$ cat config.mk
export PLATFORM = sky130hd
export DESIGN_NAME = output_driver_power_short_regs
export DESIGN_NICKNAME = d
export VERILOG_FILES = /design/src/output_driver_regs_pkg.sv /design/src/output_driver_power_short_regs.sv
export SDC_FILE = /design/constraint.sdc
export NUM_CORES = 1
export LEC_CHECK = 0
export ABC_AREA = 1
export BUFFER_PORTS_ARGS = -buffer_cell sky130_fd_sc_hd__buf_2
export CORE_ASPECT_RATIO = 0.5
export CORE_MARGIN = 4
export CORE_UTILIZATION = 50
export CTS_BUF_LIST = sky130_fd_sc_hd__clkbuf_4 sky130_fd_sc_hd__clkbuf_8 sky130_fd_sc_hd__clkbuf_16
export DETAILED_ROUTE_END_ITERATION = 6
export HOLD_SLACK_MARGIN = 0.08
export PLACE_DENSITY = 0.71
export SLEW_MARGIN = 20
export SYNTH_ARGS = -nofsm -noshare
export SYNTH_HDL_FRONTEND = slang
export SYNTH_SLANG_ARGS = --single-unit
$ cat constraint.sdc
create_clock -name clock -period 4.2 [get_ports clock]
set_clock_uncertainty 0.05 [all_clocks]
set_input_delay 0.21 -clock clock [delete_from_list [all_inputs] [get_ports clock]]
set_output_delay 0.21 -clock clock [all_outputs]
set_load 0.01 [all_outputs]
$ cat src/output_driver_regs_pkg.sv
package output_driver_regs_pkg;

    // Register request from the control-port front end, on the same clock.
    typedef struct packed {
        logic       write;
        logic       read;
        logic [7:0] addr;
        logic [7:0] wdata;
    } reg_req_s;

    // Pages that hold registers of this group.
    localparam logic [7:0] PAGE_VOLUME  = 8'h00;
    localparam logic [7:0] PAGE_DRIVERS = 8'h01;

    // Register offsets within a page; page select sits at offset zero of every page.
    localparam logic [7:0] OFS_PAGE_SELECT = 8'h00;
    localparam logic [7:0] OFS_VOLUME_CTRL = 8'h74;
    localparam logic [7:0] OFS_PIN_GAIN    = 8'h75;
    localparam logic [7:0] OFS_AMP_ERRCTL  = 8'h1E;
    localparam logic [7:0] OFS_HP_CTRL     = 8'h1F;
    localparam logic [7:0] OFS_SPK_CTRL    = 8'h20;

    // Reset values.
    localparam logic [7:0] RST_PAGE_SELECT = 8'h00;
    localparam logic [7:0] RST_VOLUME_CTRL = 8'h00;
    localparam logic [6:0] RST_PIN_GAIN    = 7'h00;
    localparam logic [7:0] RST_AMP_ERRCTL  = 8'h00;
    localparam logic [7:0] RST_HP_CTRL     = 8'h04;
    localparam logic [7:0] RST_SPK_CTRL    = 8'h06;

    // Field positions.
    localparam int BIT_VOL_FROM_PIN  = 7;
    localparam int BIT_SPK_KEEP      = 1;
    localparam int BIT_HP_KEEP       = 0;
    localparam int BIT_LEFT_PWR      = 7;
    localparam int BIT_RIGHT_PWR     = 6;
    localparam int BIT_CM_HI         = 4;
    localparam int BIT_CM_LO         = 3;
    localparam int BIT_HP_SHORT_PD   = 1;
    localparam int BIT_SHORT_STATUS  = 0;

    // Gain code that the converter may produce but that is never reported.
    localparam logic [6:0] GAIN_CODE_RESERVED = 7'h7F;
    // Gain code for 0 dB and for the start of the 1 dB steps.
    localparam logic [6:0] GAIN_CODE_ZERO_DB  = 7'h24;
    localparam logic [6:0] GAIN_CODE_COARSE   = 7'h5B;

endpackage

$ cat src/output_driver_power_short_regs.sv
`timescale 1ns/100ps
// Notes on behaviour
// - Page select is an 8-bit read-write value, reset to zero, choosing the page for later accesses.
// - Gain readback is 7 bits read-only; code 0 is +18 dB, each step -0.5 dB, 0 dB at code 0x24.
// - Past code 0x5A the readback steps 1 dB down to -63 dB at 0x7E; code 0x7F is never reported.
// - With the speaker keep bit clear, a speaker short clears both speaker power-up bits.
// - With the headphone keep bit clear and power-down response chosen, a short clears both bits.
// - Headphone register has read-write left and right power-up bits, both reset to zero.
// - On a headphone short the driver limits current when response is 0, powers down when 1.
// - Headphone short status reads 1 while a short is seen, else 0, and resets to zero.
// - Headphone common-mode select is a 2-bit field, 1.35 V to 1.8 V, reset to 00.
// - Speaker register has read-write left and right power-up bits, both reset to zero.
// - Speaker short status is live, non-latching and meaningful only while a driver is up.
// - Volume source bit 0 selects register volume and powers down the converter; 1 selects pin.
module output_driver_power_short_regs (
    // Clock and reset
    input  wire logic                              clock,
    input  wire logic                              resetn,
    // Register port from the control front end
    input  wire output_driver_regs_pkg::reg_req_s  regReq,
    output logic                      [7:0]        regRdata_r,
    // Volume converter result, same clock
    input  wire logic                              volValid,
    input  wire logic                 [6:0]        volCode,
    // Short detectors from the analog drivers, asynchronous
    input  wire logic                              hpShortPin,
    input  wire logic                              spkShortPin,
    // Driver controls
    output logic                                   leftHeadphoneDriverOn_r,
    output logic                                   rightHeadphoneDriverOn_r,
    output logic                                   leftSpeakerDriverOn_r,
    output logic                                   rightSpeakerDriverOn_r,
    output logic                      [1:0]        hpCommonMode_r,
    output logic                                   hpCurrentLimit_r,
    output logic                                   volFromPin_r,
    output logic                                   volConverterOn_r
);

    logic [7:0] pageSelect_r;
    logic [7:0] volumeCtrl_r;
    logic [6:0] pinGain_r;
    logic [7:0] ampErrCtl_r;
    logic [7:0] hpCtrl_r;
    logic [7:0] spkCtrl_r;
    logic       hpShortMeta_r;
    logic       hpShortSync_r;
    logic       spkShortMeta_r;
    logic       spkShortSync_r;
    logic [7:0] hpCtrl_nxt;
    logic [7:0] spkCtrl_nxt;
    logic [7:0] regRdata_nxt;

    function automatic logic hit(input logic [7:0] page, input logic [7:0] pg,
                                 input logic [7:0] addr, input logic [7:0] ofs);
        hit = (page == pg) && (addr == ofs);
    endfunction

    ////////////////////////////////////////////////////////////////////////////////////////////////
    // Short detector synchronisers.

    always_ff @(posedge clock or negedge resetn) begin
        if (!resetn) begin
            hpShortMeta_r  <= 1'b0;
            hpShortSync_r  <= 1'b0;
            spkShortMeta_r <= 1'b0;
            spkShortSync_r <= 1'b0;
        end else begin
            hpShortMeta_r  <= hpShortPin;
            hpShortSync_r  <= hpShortMeta_r;
            spkShortMeta_r <= spkShortPin;
            spkShortSync_r <= spkShortMeta_r;
        end
    end

    ////////////////////////////////////////////////////////////////////////////////////////////////
    // Page select and volume control.

    always_ff @(posedge clock or negedge resetn) begin
        if (!resetn) begin
            pageSelect_r <= output_driver_regs_pkg::RST_PAGE_SELECT;
        end else if (regReq.write && regReq.addr == output_driver_regs_pkg::OFS_PAGE_SELECT) begin
            pageSelect_r <= regReq.wdata;
        end
    end

    always_ff @(posedge clock or negedge resetn) begin
        if (!resetn) begin
            volumeCtrl_r <= output_driver_regs_pkg::RST_VOLUME_CTRL;
        end else if (regReq.write && hit(pageSelect_r, output_driver_regs_pkg::PAGE_VOLUME,
                                         regReq.addr, output_driver_regs_pkg::OFS_VOLUME_CTRL)) begin
            volumeCtrl_r <= regReq.wdata;
        end
    end

    // The reserved code is dropped so software never sees a gain that does not exist.
    always_ff @(posedge clock or negedge resetn) begin
        if (!resetn) begin
            pinGain_r <= output_driver_regs_pkg::RST_PIN_GAIN;
        end else if (volValid && volumeCtrl_r[output_driver_regs_pkg::BIT_VOL_FROM_PIN]
                     && volCode != output_driver_regs_pkg::GAIN_CODE_RESERVED) begin
            pinGain_r <= volCode;
        end
    end

    ////////////////////////////////////////////////////////////////////////////////////////////////
    // Error control and driver registers.

    always_ff @(posedge clock or negedge resetn) begin
        if (!resetn) begin
            ampErrCtl_r <= output_driver_regs_pkg::RST_AMP_ERRCTL;
        end else if (regReq.write && hit(pageSelect_r, output_driver_regs_pkg::PAGE_DRIVERS,
                                         regReq.addr, output_driver_regs_pkg::OFS_AMP_ERRCTL)) begin
            ampErrCtl_r <= regReq.wdata;
        end
    end

    // A short is a level, so clearing after the write lets the detector win over a
    // power-up written during the fault.
    always_comb begin
        hpCtrl_nxt  = hpCtrl_r;
        spkCtrl_nxt = spkCtrl_r;
        if (regReq.write && hit(pageSelect_r, output_driver_regs_pkg::PAGE_DRIVERS,
                                regReq.addr, output_driver_regs_pkg::OFS_HP_CTRL)) begin
            hpCtrl_nxt = {regReq.wdata[7:1], 1'b0};
        end
        if (regReq.write && hit(pageSelect_r, output_driver_regs_pkg::PAGE_DRIVERS,
                                regReq.addr, output_driver_regs_pkg::OFS_SPK_CTRL)) begin
            spkCtrl_nxt = {regReq.wdata[7:1], 1'b0};
        end
        if (hpShortSync_r && !ampErrCtl_r[output_driver_regs_pkg::BIT_HP_KEEP]
            && hpCtrl_r[output_driver_regs_pkg::BIT_HP_SHORT_PD]) begin
            hpCtrl_nxt[output_driver_regs_pkg::BIT_LEFT_PWR]  = 1'b0;
            hpCtrl_nxt[output_driver_regs_pkg::BIT_RIGHT_PWR] = 1'b0;
        end
        if (spkShortSync_r && !ampErrCtl_r[output_driver_regs_pkg::BIT_SPK_KEEP]) begin
            spkCtrl_nxt[output_driver_regs_pkg::BIT_LEFT_PWR]  = 1'b0;
            spkCtrl_nxt[output_driver_regs_pkg::BIT_RIGHT_PWR] = 1'b0;
        end
    end

    always_ff @(posedge clock or negedge resetn) begin
        if (!resetn) begin
            hpCtrl_r  <= output_driver_regs_pkg::RST_HP_CTRL;
            spkCtrl_r <= output_driver_regs_pkg::RST_SPK_CTRL;
        end else begin
            hpCtrl_r  <= hpCtrl_nxt;
            spkCtrl_r <= spkCtrl_nxt;
        end
    end

    ////////////////////////////////////////////////////////////////////////////////////////////////
    // Driver outputs.

    always_ff @(posedge clock or negedge resetn) begin
        if (!resetn) begin
            leftHeadphoneDriverOn_r  <= 1'b0;
            rightHeadphoneDriverOn_r <= 1'b0;
            leftSpeakerDriverOn_r    <= 1'b0;
            rightSpeakerDriverOn_r   <= 1'b0;
            hpCommonMode_r           <= 2'h0;
            hpCurrentLimit_r         <= 1'b0;
            volFromPin_r             <= 1'b0;
            volConverterOn_r         <= 1'b0;
        end else begin
            // With the keep bit set the power-down response still removes drive.
            leftHeadphoneDriverOn_r  <= hpCtrl_r[output_driver_regs_pkg::BIT_LEFT_PWR]
                && !(hpShortSync_r && hpCtrl_r[output_driver_regs_pkg::BIT_HP_SHORT_PD]);
            rightHeadphoneDriverOn_r <= hpCtrl_r[output_driver_regs_pkg::BIT_RIGHT_PWR]
                && !(hpShortSync_r && hpCtrl_r[output_driver_regs_pkg::BIT_HP_SHORT_PD]);
            leftSpeakerDriverOn_r    <= spkCtrl_r[output_driver_regs_pkg::BIT_LEFT_PWR];
            rightSpeakerDriverOn_r   <= spkCtrl_r[output_driver_regs_pkg::BIT_RIGHT_PWR];
            hpCommonMode_r           <= hpCtrl_r[output_driver_regs_pkg::BIT_CM_HI:
                                                 output_driver_regs_pkg::BIT_CM_LO];
            hpCurrentLimit_r         <= hpShortSync_r
                && !hpCtrl_r[output_driver_regs_pkg::BIT_HP_SHORT_PD];
            volFromPin_r             <= volumeCtrl_r[output_driver_regs_pkg::BIT_VOL_FROM_PIN];
            volConverterOn_r         <= volumeCtrl_r[output_driver_regs_pkg::BIT_VOL_FROM_PIN];
        end
    end

    ////////////////////////////////////////////////////////////////////////////////////////////////
    // Read path. Reads touch only the data flop, so status reads have no side effect.

    always_comb begin
        regRdata_nxt = 8'h00;
        if (regReq.addr == output_driver_regs_pkg::OFS_PAGE_SELECT) begin
            regRdata_nxt = pageSelect_r;
        end else if (hit(pageSelect_r, output_driver_regs_pkg::PAGE_VOLUME, regReq.addr,
                         output_driver_regs_pkg::OFS_VOLUME_CTRL)) begin
            regRdata_nxt = volumeCtrl_r;
        end else if (hit(pageSelect_r, output_driver_regs_pkg::PAGE_VOLUME, regReq.addr,
                         output_driver_regs_pkg::OFS_PIN_GAIN)) begin
            regRdata_nxt = {1'b0, pinGain_r};
        end else if (hit(pageSelect_r, output_driver_regs_pkg::PAGE_DRIVERS, regReq.addr,
                         output_driver_regs_pkg::OFS_AMP_ERRCTL)) begin
            regRdata_nxt = ampErrCtl_r;
        end else if (hit(pageSelect_r, output_driver_regs_pkg::PAGE_DRIVERS, regReq.addr,
                         output_driver_regs_pkg::OFS_HP_CTRL)) begin
            regRdata_nxt = {hpCtrl_r[7:1], hpShortSync_r};
        end else if (hit(pageSelect_r, output_driver_regs_pkg::PAGE_DRIVERS, regReq.addr,
                         output_driver_regs_pkg::OFS_SPK_CTRL)) begin
            regRdata_nxt = {spkCtrl_r[7:1], spkShortSync_r};
        end
    end

    always_ff @(posedge clock or negedge resetn) begin
        if (!resetn) begin
            regRdata_r <= 8'h00;
        end else if (regReq.read) begin
            regRdata_r <= regRdata_nxt;
        end
    end
endmodule

==> impl_metrics.csv, run 1 <==
group,metric,value,unit
setup_path,crit_type,"reg -> reg",
floorplanning,die_h,64.6,um
placement,place_inst,505,
layout,nFillCells,518,
layout,syn2layout_area_growth,19.3,%
synthesis,synth_seq_cells,65,
clocking,holdBufCountCts,6,
detailed_routing,drt_wl_total,7320,um
clocking,cts_made_buffers,9,
layout,drive_gt1_share,25.1,%
setup_path,setup.worst_path.end,"hpCtrl_r[7]$_DFFE_PN0P_",
sta,finalSetupTns,0,ns
power,ir_drop,0.000229,V
worst_hold_path,hold_depth,3,
layout,final_cells,527,
synthesis,ys_seq_area_share,50.9,%
synthesis,yosysTopAreaCellShare,48.4,%
placement,hpwl,5220,um
sta,finalSetupViolCount,0,
status,outcome,"complete, no violations",
detailed_routing,routed-via-count,2617,
detailed_routing,via_per_inst,4.97,
floorplanning,rows,20,
detailed_routing,dr.pass1.iters,6,
placement,io_buffers,46,
synthesis,synth_area_leaders,"dfrtp_1 (48%), nand2_1 (11%), nor2_1 (6.1%)",
floorplanning,initial_core_util,52.2,%
global_route,antenna_found_initial,0,
global_route,grt_max_degree,66,
floorplanning,die_w,121,um
setup_path,cp_data_arrival_time,2.16,ns
layout,diodes,0,
global_route,grt_pass1_wl,12500,um
synthesis,synth_edf_count,0,
sta,report.final.slew_viol_count,0,
setup_path,reg2reg_slack,2.21,ns
detailed_routing,antenna_left,0,
global_route,gr-usage-all-layers,20.9,%
synthesis,synth.largest_area_cell,"dfrtp_1",
power,powerDensity,407,nW/um2
detailed_routing,drtIter0Drc,247,
sta,worst_pin_slew,0.809,ns
detailed_routing,route.detailed.drc,0,
clocking,cts_sinks,65,
global_route,grt_pass1_vias,2610,
setup_path,start_kind,"flip-flop",
sta,rsz0062_at_grt,"no",
synthesis,avgSynthCellArea,8.39,um2
placement,gp_congestion,0.831,
global_route,overflow,0,
clocking,cts_tree,"built",
setup_path,worst-path-max-fanout,21,
floorplanning,die_area,7830,um2
synthesis,ys_warn_count,0,
clocking,post_cts_buffers,0,
synthesis,async_flop_share,100,%
layout,nets,464,
floorplanning,core,6130,um2
clocking,cts-htree-levels,3,
floorplanning,io_pins,47,
setup_path,worstPathRequired,4.38,ns
sta,fin_crit,1.99,ns
synthesis,synth-main-ff-cell,"dfrtp_1",
sta,fin_crit_sh,47.3,%
synthesis,syn_area,3200,um2
layout,final_common_cell,"nand2_1",
setup_path,rr_worst_depth,7,
clocking,clockRootBuffer,"clkbuf_16",
synthesis,netlist-cell-type-count,24,
clocking,clockBufferDepth,2,
setup_path,r2r_end,"hpCtrl_r[7]$_DFFE_PN0P_",
setup_path,crit_path_end_kind,"flip-flop",
clocking,cts.repair.resized,0,
synthesis,synthCells,382,
detailed_routing,wire_per_inst,13.9,um
clocking,clk_pin_slew,0.05,ns
power,cellLeakagePower,0.00200,uW
clocking,clkLatencyLatePin,0.33,ns
job,maxCapViolCount,0,
synthesis,syn-num-nets,412,
setup_path,crit_start,"pageSelect_r[7]$_DFFE_PN0P_",
sta,maxSlewHeadroom,46.1,%
setup_path,r2r-start,"pageSelect_r[7]$_DFFE_PN0P_",
sta,fmax,503,MHz
worst_hold_path,hp-class,"in -> reg",
sta,hold_viol,0,
layout,most-common-layout-cells,"nand2_1 (94), dfrtp_1 (62), nor2_1 (52)",
[critical path, cell delays in order (launching register included)]
cell and delay, ns:
dfrtp_1 0.40, nor2_2 0.15, nand2_2 0.11, nor2_4 0.50, nand3_4 0.30, inv_1 0.15, nand3_1 0.09, o21ai_0 0.11
[cell families (layout without fill, tap and decap cells)]
logic type / count (synthesis) / count (layout) / synth area share, %
flops: 65 / 65 / 50.9
compound gates: 52 / 52 / 9.49
buf+inv: 59 / 116 / 8.63
simple gates: 206 / 206 / 31.0
[cell usage after synthesis, drive strengths merged, types with 2 or more instances]
master and instances:
buf 10, inv 47, dfstp 3, a21oi 5, nand4 4, nand3 33
nand2 105, nor2 63, o21ai 46, clkbuf 2, dfrtp 62
[how the worst min path moves through the flow]
stage | startpoint | endpoint | slack [ns]
5_1_grt | regReq[6] | hpCtrl_r[6]$_DFFE_PN0P_ | 0.08
2_1_floorplan | resetn | ampErrCtl_r[0]$_DFFE_PN0P_ | -0.14
4_1_cts | volCode[3] | pinGain_r[3]$_DFFE_PN0P_ | 0.08
6_report | regReq[6] | hpCtrl_r[6]$_DFFE_PN0P_ | 0.09
3_3_place_gp | spkShortPin | spkShortMeta_r$_DFF_PN0_ | 0.27
3_5_place_dp | spkShortPin | spkShortMeta_r$_DFF_PN0_ | 0.27
[layer usage]
layer  wire [um]  track usage [%]  vias to the layer above
li1            -                -                     1309
met1        3420             27.4                     1192
met2        3210             32.0                      103
met3         579             8.54                       13
met4         114             6.15                        0
met5           0                0                        -
[layout make-up]
| class | instances | area (um2) | area share, % |
|---|---|---|---|
| Sequential cell | 65 | 1630 | 42.7 |
| Timing Repair Buffer | 53 | 298 | 7.79 |
| Multi-Input combinational cell | 258 | 1300 | 33.9 |
| Tap cell | 88 | 110 | 2.88 |
| Clock buffer | 12 | 260 | 6.81 |
| Clock inverter | 4 | 51.3 | 1.34 |
| Inverter | 47 | 176 | 4.62 |
[metrics by stage]
step | total power [uW] | cell area, um2 | utilization (%) | setup slack, ns | hold slack (ns)
after detailed placement | 796 | 3450 | 56.3 | 2.30 | 0.270
after floorplan | 751 | 3200 | - | 2.78 | -0.136
after global placement | 791 | 3450 | 56.3 | 2.44 | 0.269
after CTS | 1570 | 3820 | 62.3 | 2.27 | 0.0833
final | 1560 | 3820 | 62.3 | 2.21 | 0.0852
after global routing | 1620 | 3820 | 62.3 | 2.11 | 0.0840
[power by group]
group          internal (uW)  total, uW  leakage, uW  switching, uW
Clock                    498        767     0.000152            269
Combinational           38.3        116     0.000974           77.5
Sequential               655        675     0.000877           19.1
Total                   1190       1560      0.00200            366
[sequential cells by signal (all words and copies together) (netlist names), 2 cells and up]
name and flops:
ampErrCtl_r 8, pinGain_r 7, hpCtrl_r 7, hpCommonMode_r 2, spkCtrl_r 7, volumeCtrl_r 8
pageSelect_r 8, regRdata_r 8
No activity file was read; power rests on OpenSTA's default activity.
==> run 2, diff against run 1 <==
Settings changed: PLACE_DENSITY 0.71 to 0.74.
Clock period 4.2 ns to 1.7 ns, I/O delays scaled along.
==> impl_metrics.csv, run 2 (same netlist as run 1, synthesis figures left out) <==
group,metric,value,unit
status,outcome,"complete, no violations",
setup_path,reg2reg_slack,0.1,ns
detailed_routing,route.detailed.drc,0,
job,maxCapViolCount,0,
layout,drive_gt1_share,26.6,%
global_route,grt_pass1_vias,2650,
sta,finalSetupViolCount,0,
worst_hold_path,hp-class,"in -> reg",
sta,fmax,625,MHz
setup_path,rr_worst_depth,8,
layout,seqCellArea,1630,um2
global_route,gr-usage-all-layers,21.0,%
worst_hold_path,holdPathEnd,"regRdata_r[0]$_DFFE_PN0P_",
global_route,grt_pass1_wl,12600,um
global_route,grt_max_degree,66,
layout,final_common_cell,"nand2_1",
placement,place_ws,0.0671,ns
detailed_routing,antenna_left,0,
worst_hold_path,hold_depth,5,
power,ir_drop,0.000420,V
sta,setup_slack,0.0999,ns
setup_path,worst-path-max-fanout,16,
clocking,clockBufferDepth,2,
detailed_routing,wire_per_inst,13.6,um
power,cellLeakagePower,0.00214,uW
sta,hold_viol,0,
setup_path,start_kind,"flip-flop",
detailed_routing,routed-via-count,2701,
floorplanning,die_h,64.6,um
setup_path,r2r_end,"ampErrCtl_r[0]$_DFFE_PN0P_",
sta,report.final.slew_viol_count,0,
placement,gp_congestion,0.858,
setup_path,crit_type,"reg -> reg",
clocking,cts_sinks,65,
floorplanning,core,6130,um2
clocking,clk_pin_slew,0.05,ns
floorplanning,die_w,121,um
sta,maxSlewHeadroom,67.8,%
global_route,antenna_found_initial,0,
floorplanning,die_area,7830,um2
setup_path,cp_data_arrival_time,1.77,ns
layout,most-common-layout-cells,"nand2_1 (94), dfrtp_1 (62), nor2_1 (51)",
placement,io_buffers,46,
floorplanning,initial_core_util,52.2,%
layout,nFillCells,518,
clocking,cts_made_buffers,9,
setup_path,crit_start,"pageSelect_r[3]$_DFFE_PN0P_",
clocking,clkLatencyLatePin,0.34,ns
placement,hpwl,5170,um
sta,fin_crit_sh,94.1,%
setup_path,r2r-start,"pageSelect_r[3]$_DFFE_PN0P_",
floorplanning,rows,20,
detailed_routing,via_per_inst,4.90,
power,powerDensity,984,nW/um2
clocking,cts_tree,"built",
clocking,clockRootBuffer,"clkbuf_16",
sta,fin_crit,1.60,ns
global_route,overflow,0,
placement,postPlaceCellArea,3500,um2
layout,diodes,0,
setup_path,worstPathRequired,1.87,ns
floorplanning,io_pins,47,
detailed_routing,drtIter0Drc,174,
layout,nets,488,
layout,syn2layout_area_growth,27.9,%
detailed_routing,drt_wl_total,7490,um
worst_hold_path,min_from,"regReq[13]",
layout,final_area,4100,um2
setup_path,crit_path_end_kind,"flip-flop",
clocking,cts-htree-levels,3,
sta,worst_pin_slew,0.482,ns
layout,multi_input_area,1300,um2
detailed_routing,dr.pass1.iters,4,
[run 2: cell types whose count changed in the layout (fill, tap and decap cells not counted), sizes merged]
cell         delta
clkbuf          -2
bufinv          +1
buf            +12
inv             +1
dlygate4sd3    +12
[run 2: power by group]
| part | switching [uW] | internal (uW) |
|---|---|---|
| registers | 45.7 | 1620 |
| logic | 206 | 154 |
| clock network | 682 | 1330 |
| total | 933 | 3100 |
[run 2: critical path, stage by stage (launching register included)]
cell and delay [ns]:
dfrtp_1 0.40, nor2_2 0.14, nand2_1 0.10, nor2_4 0.14
buf_6 0.15, buf_12 0.12, nand3_4 0.18, nand2_1 0.13
o21ai_1 0.07
[run 2: final cells by class]
| cell class | instances | share of cell area [%] |
|---|---|---|
| Clock buffer | 10 | 5.83 |
| Inverter | 47 | 4.31 |
| Clock inverter | 6 | 2.20 |
| Timing Repair Buffer | 77 | 13.5 |
| Multi-Input combinational cell | 258 | 31.7 |
| Sequential cell | 65 | 39.8 |
| Tap cell | 88 | 2.69 |
[run 2: worst max-delay path by stage]
| stage | depth (start not counted) | slack (ns) | to |
|---|---|---|---|
| 2_1_floorplan | 8 | 0.28 | hpCtrl_r[4]$_DFFE_PN0P_ |
| 3_3_place_gp | 6 | 0.07 | volumeCtrl_r[2]$_DFFE_PN0P_ |
| 3_5_place_dp | 6 | 0.07 | volumeCtrl_r[4]$_DFFE_PN0P_ |
| 4_1_cts | 6 | 0.03 | volumeCtrl_r[4]$_DFFE_PN0P_ |
| 5_1_grt | 11 | -0.04 | regRdata_r[6]$_DFFE_PN0P_ |
| 6_report | 8 | 0.1 | ampErrCtl_r[0]$_DFFE_PN0P_ |
[run 2: through the flow]
stage,power [uW],std cells,TNS [ns],util [%],hold WS (ns)
after global placement,1980,508,0,57.1,0.0733
after detailed placement,1990,508,0,57.1,0.0741
after CTS,4020,542,0,65.4,0.144
after global routing,4210,551,-0.143,66.8,0.170
final,4030,551,0,66.8,0.157
after floorplan,1860,382,0,-,-0.261
[run 2: metal layers]
layer | GRT usage [%] | wire, um | share of wire (%) | vias up
li1 | - | - | - | 1348
met3 | 5.67 | 587 | 7.8 | 15
met5 | 0 | 0 | 0 | -
met1 | 28.2 | 3390 | 45 | 1248
met2 | 32.4 | 3360 | 45 | 90
met4 | 9.36 | 144 | 1.9 | 0
[run 2: repair_timing]
action	in CTS	in global routing
hold buffers	18	0
setup buffers	0	9
endpoints found under the hold margin	103	0
gates resized for setup	0	3
setup endpoints to repair	0	33
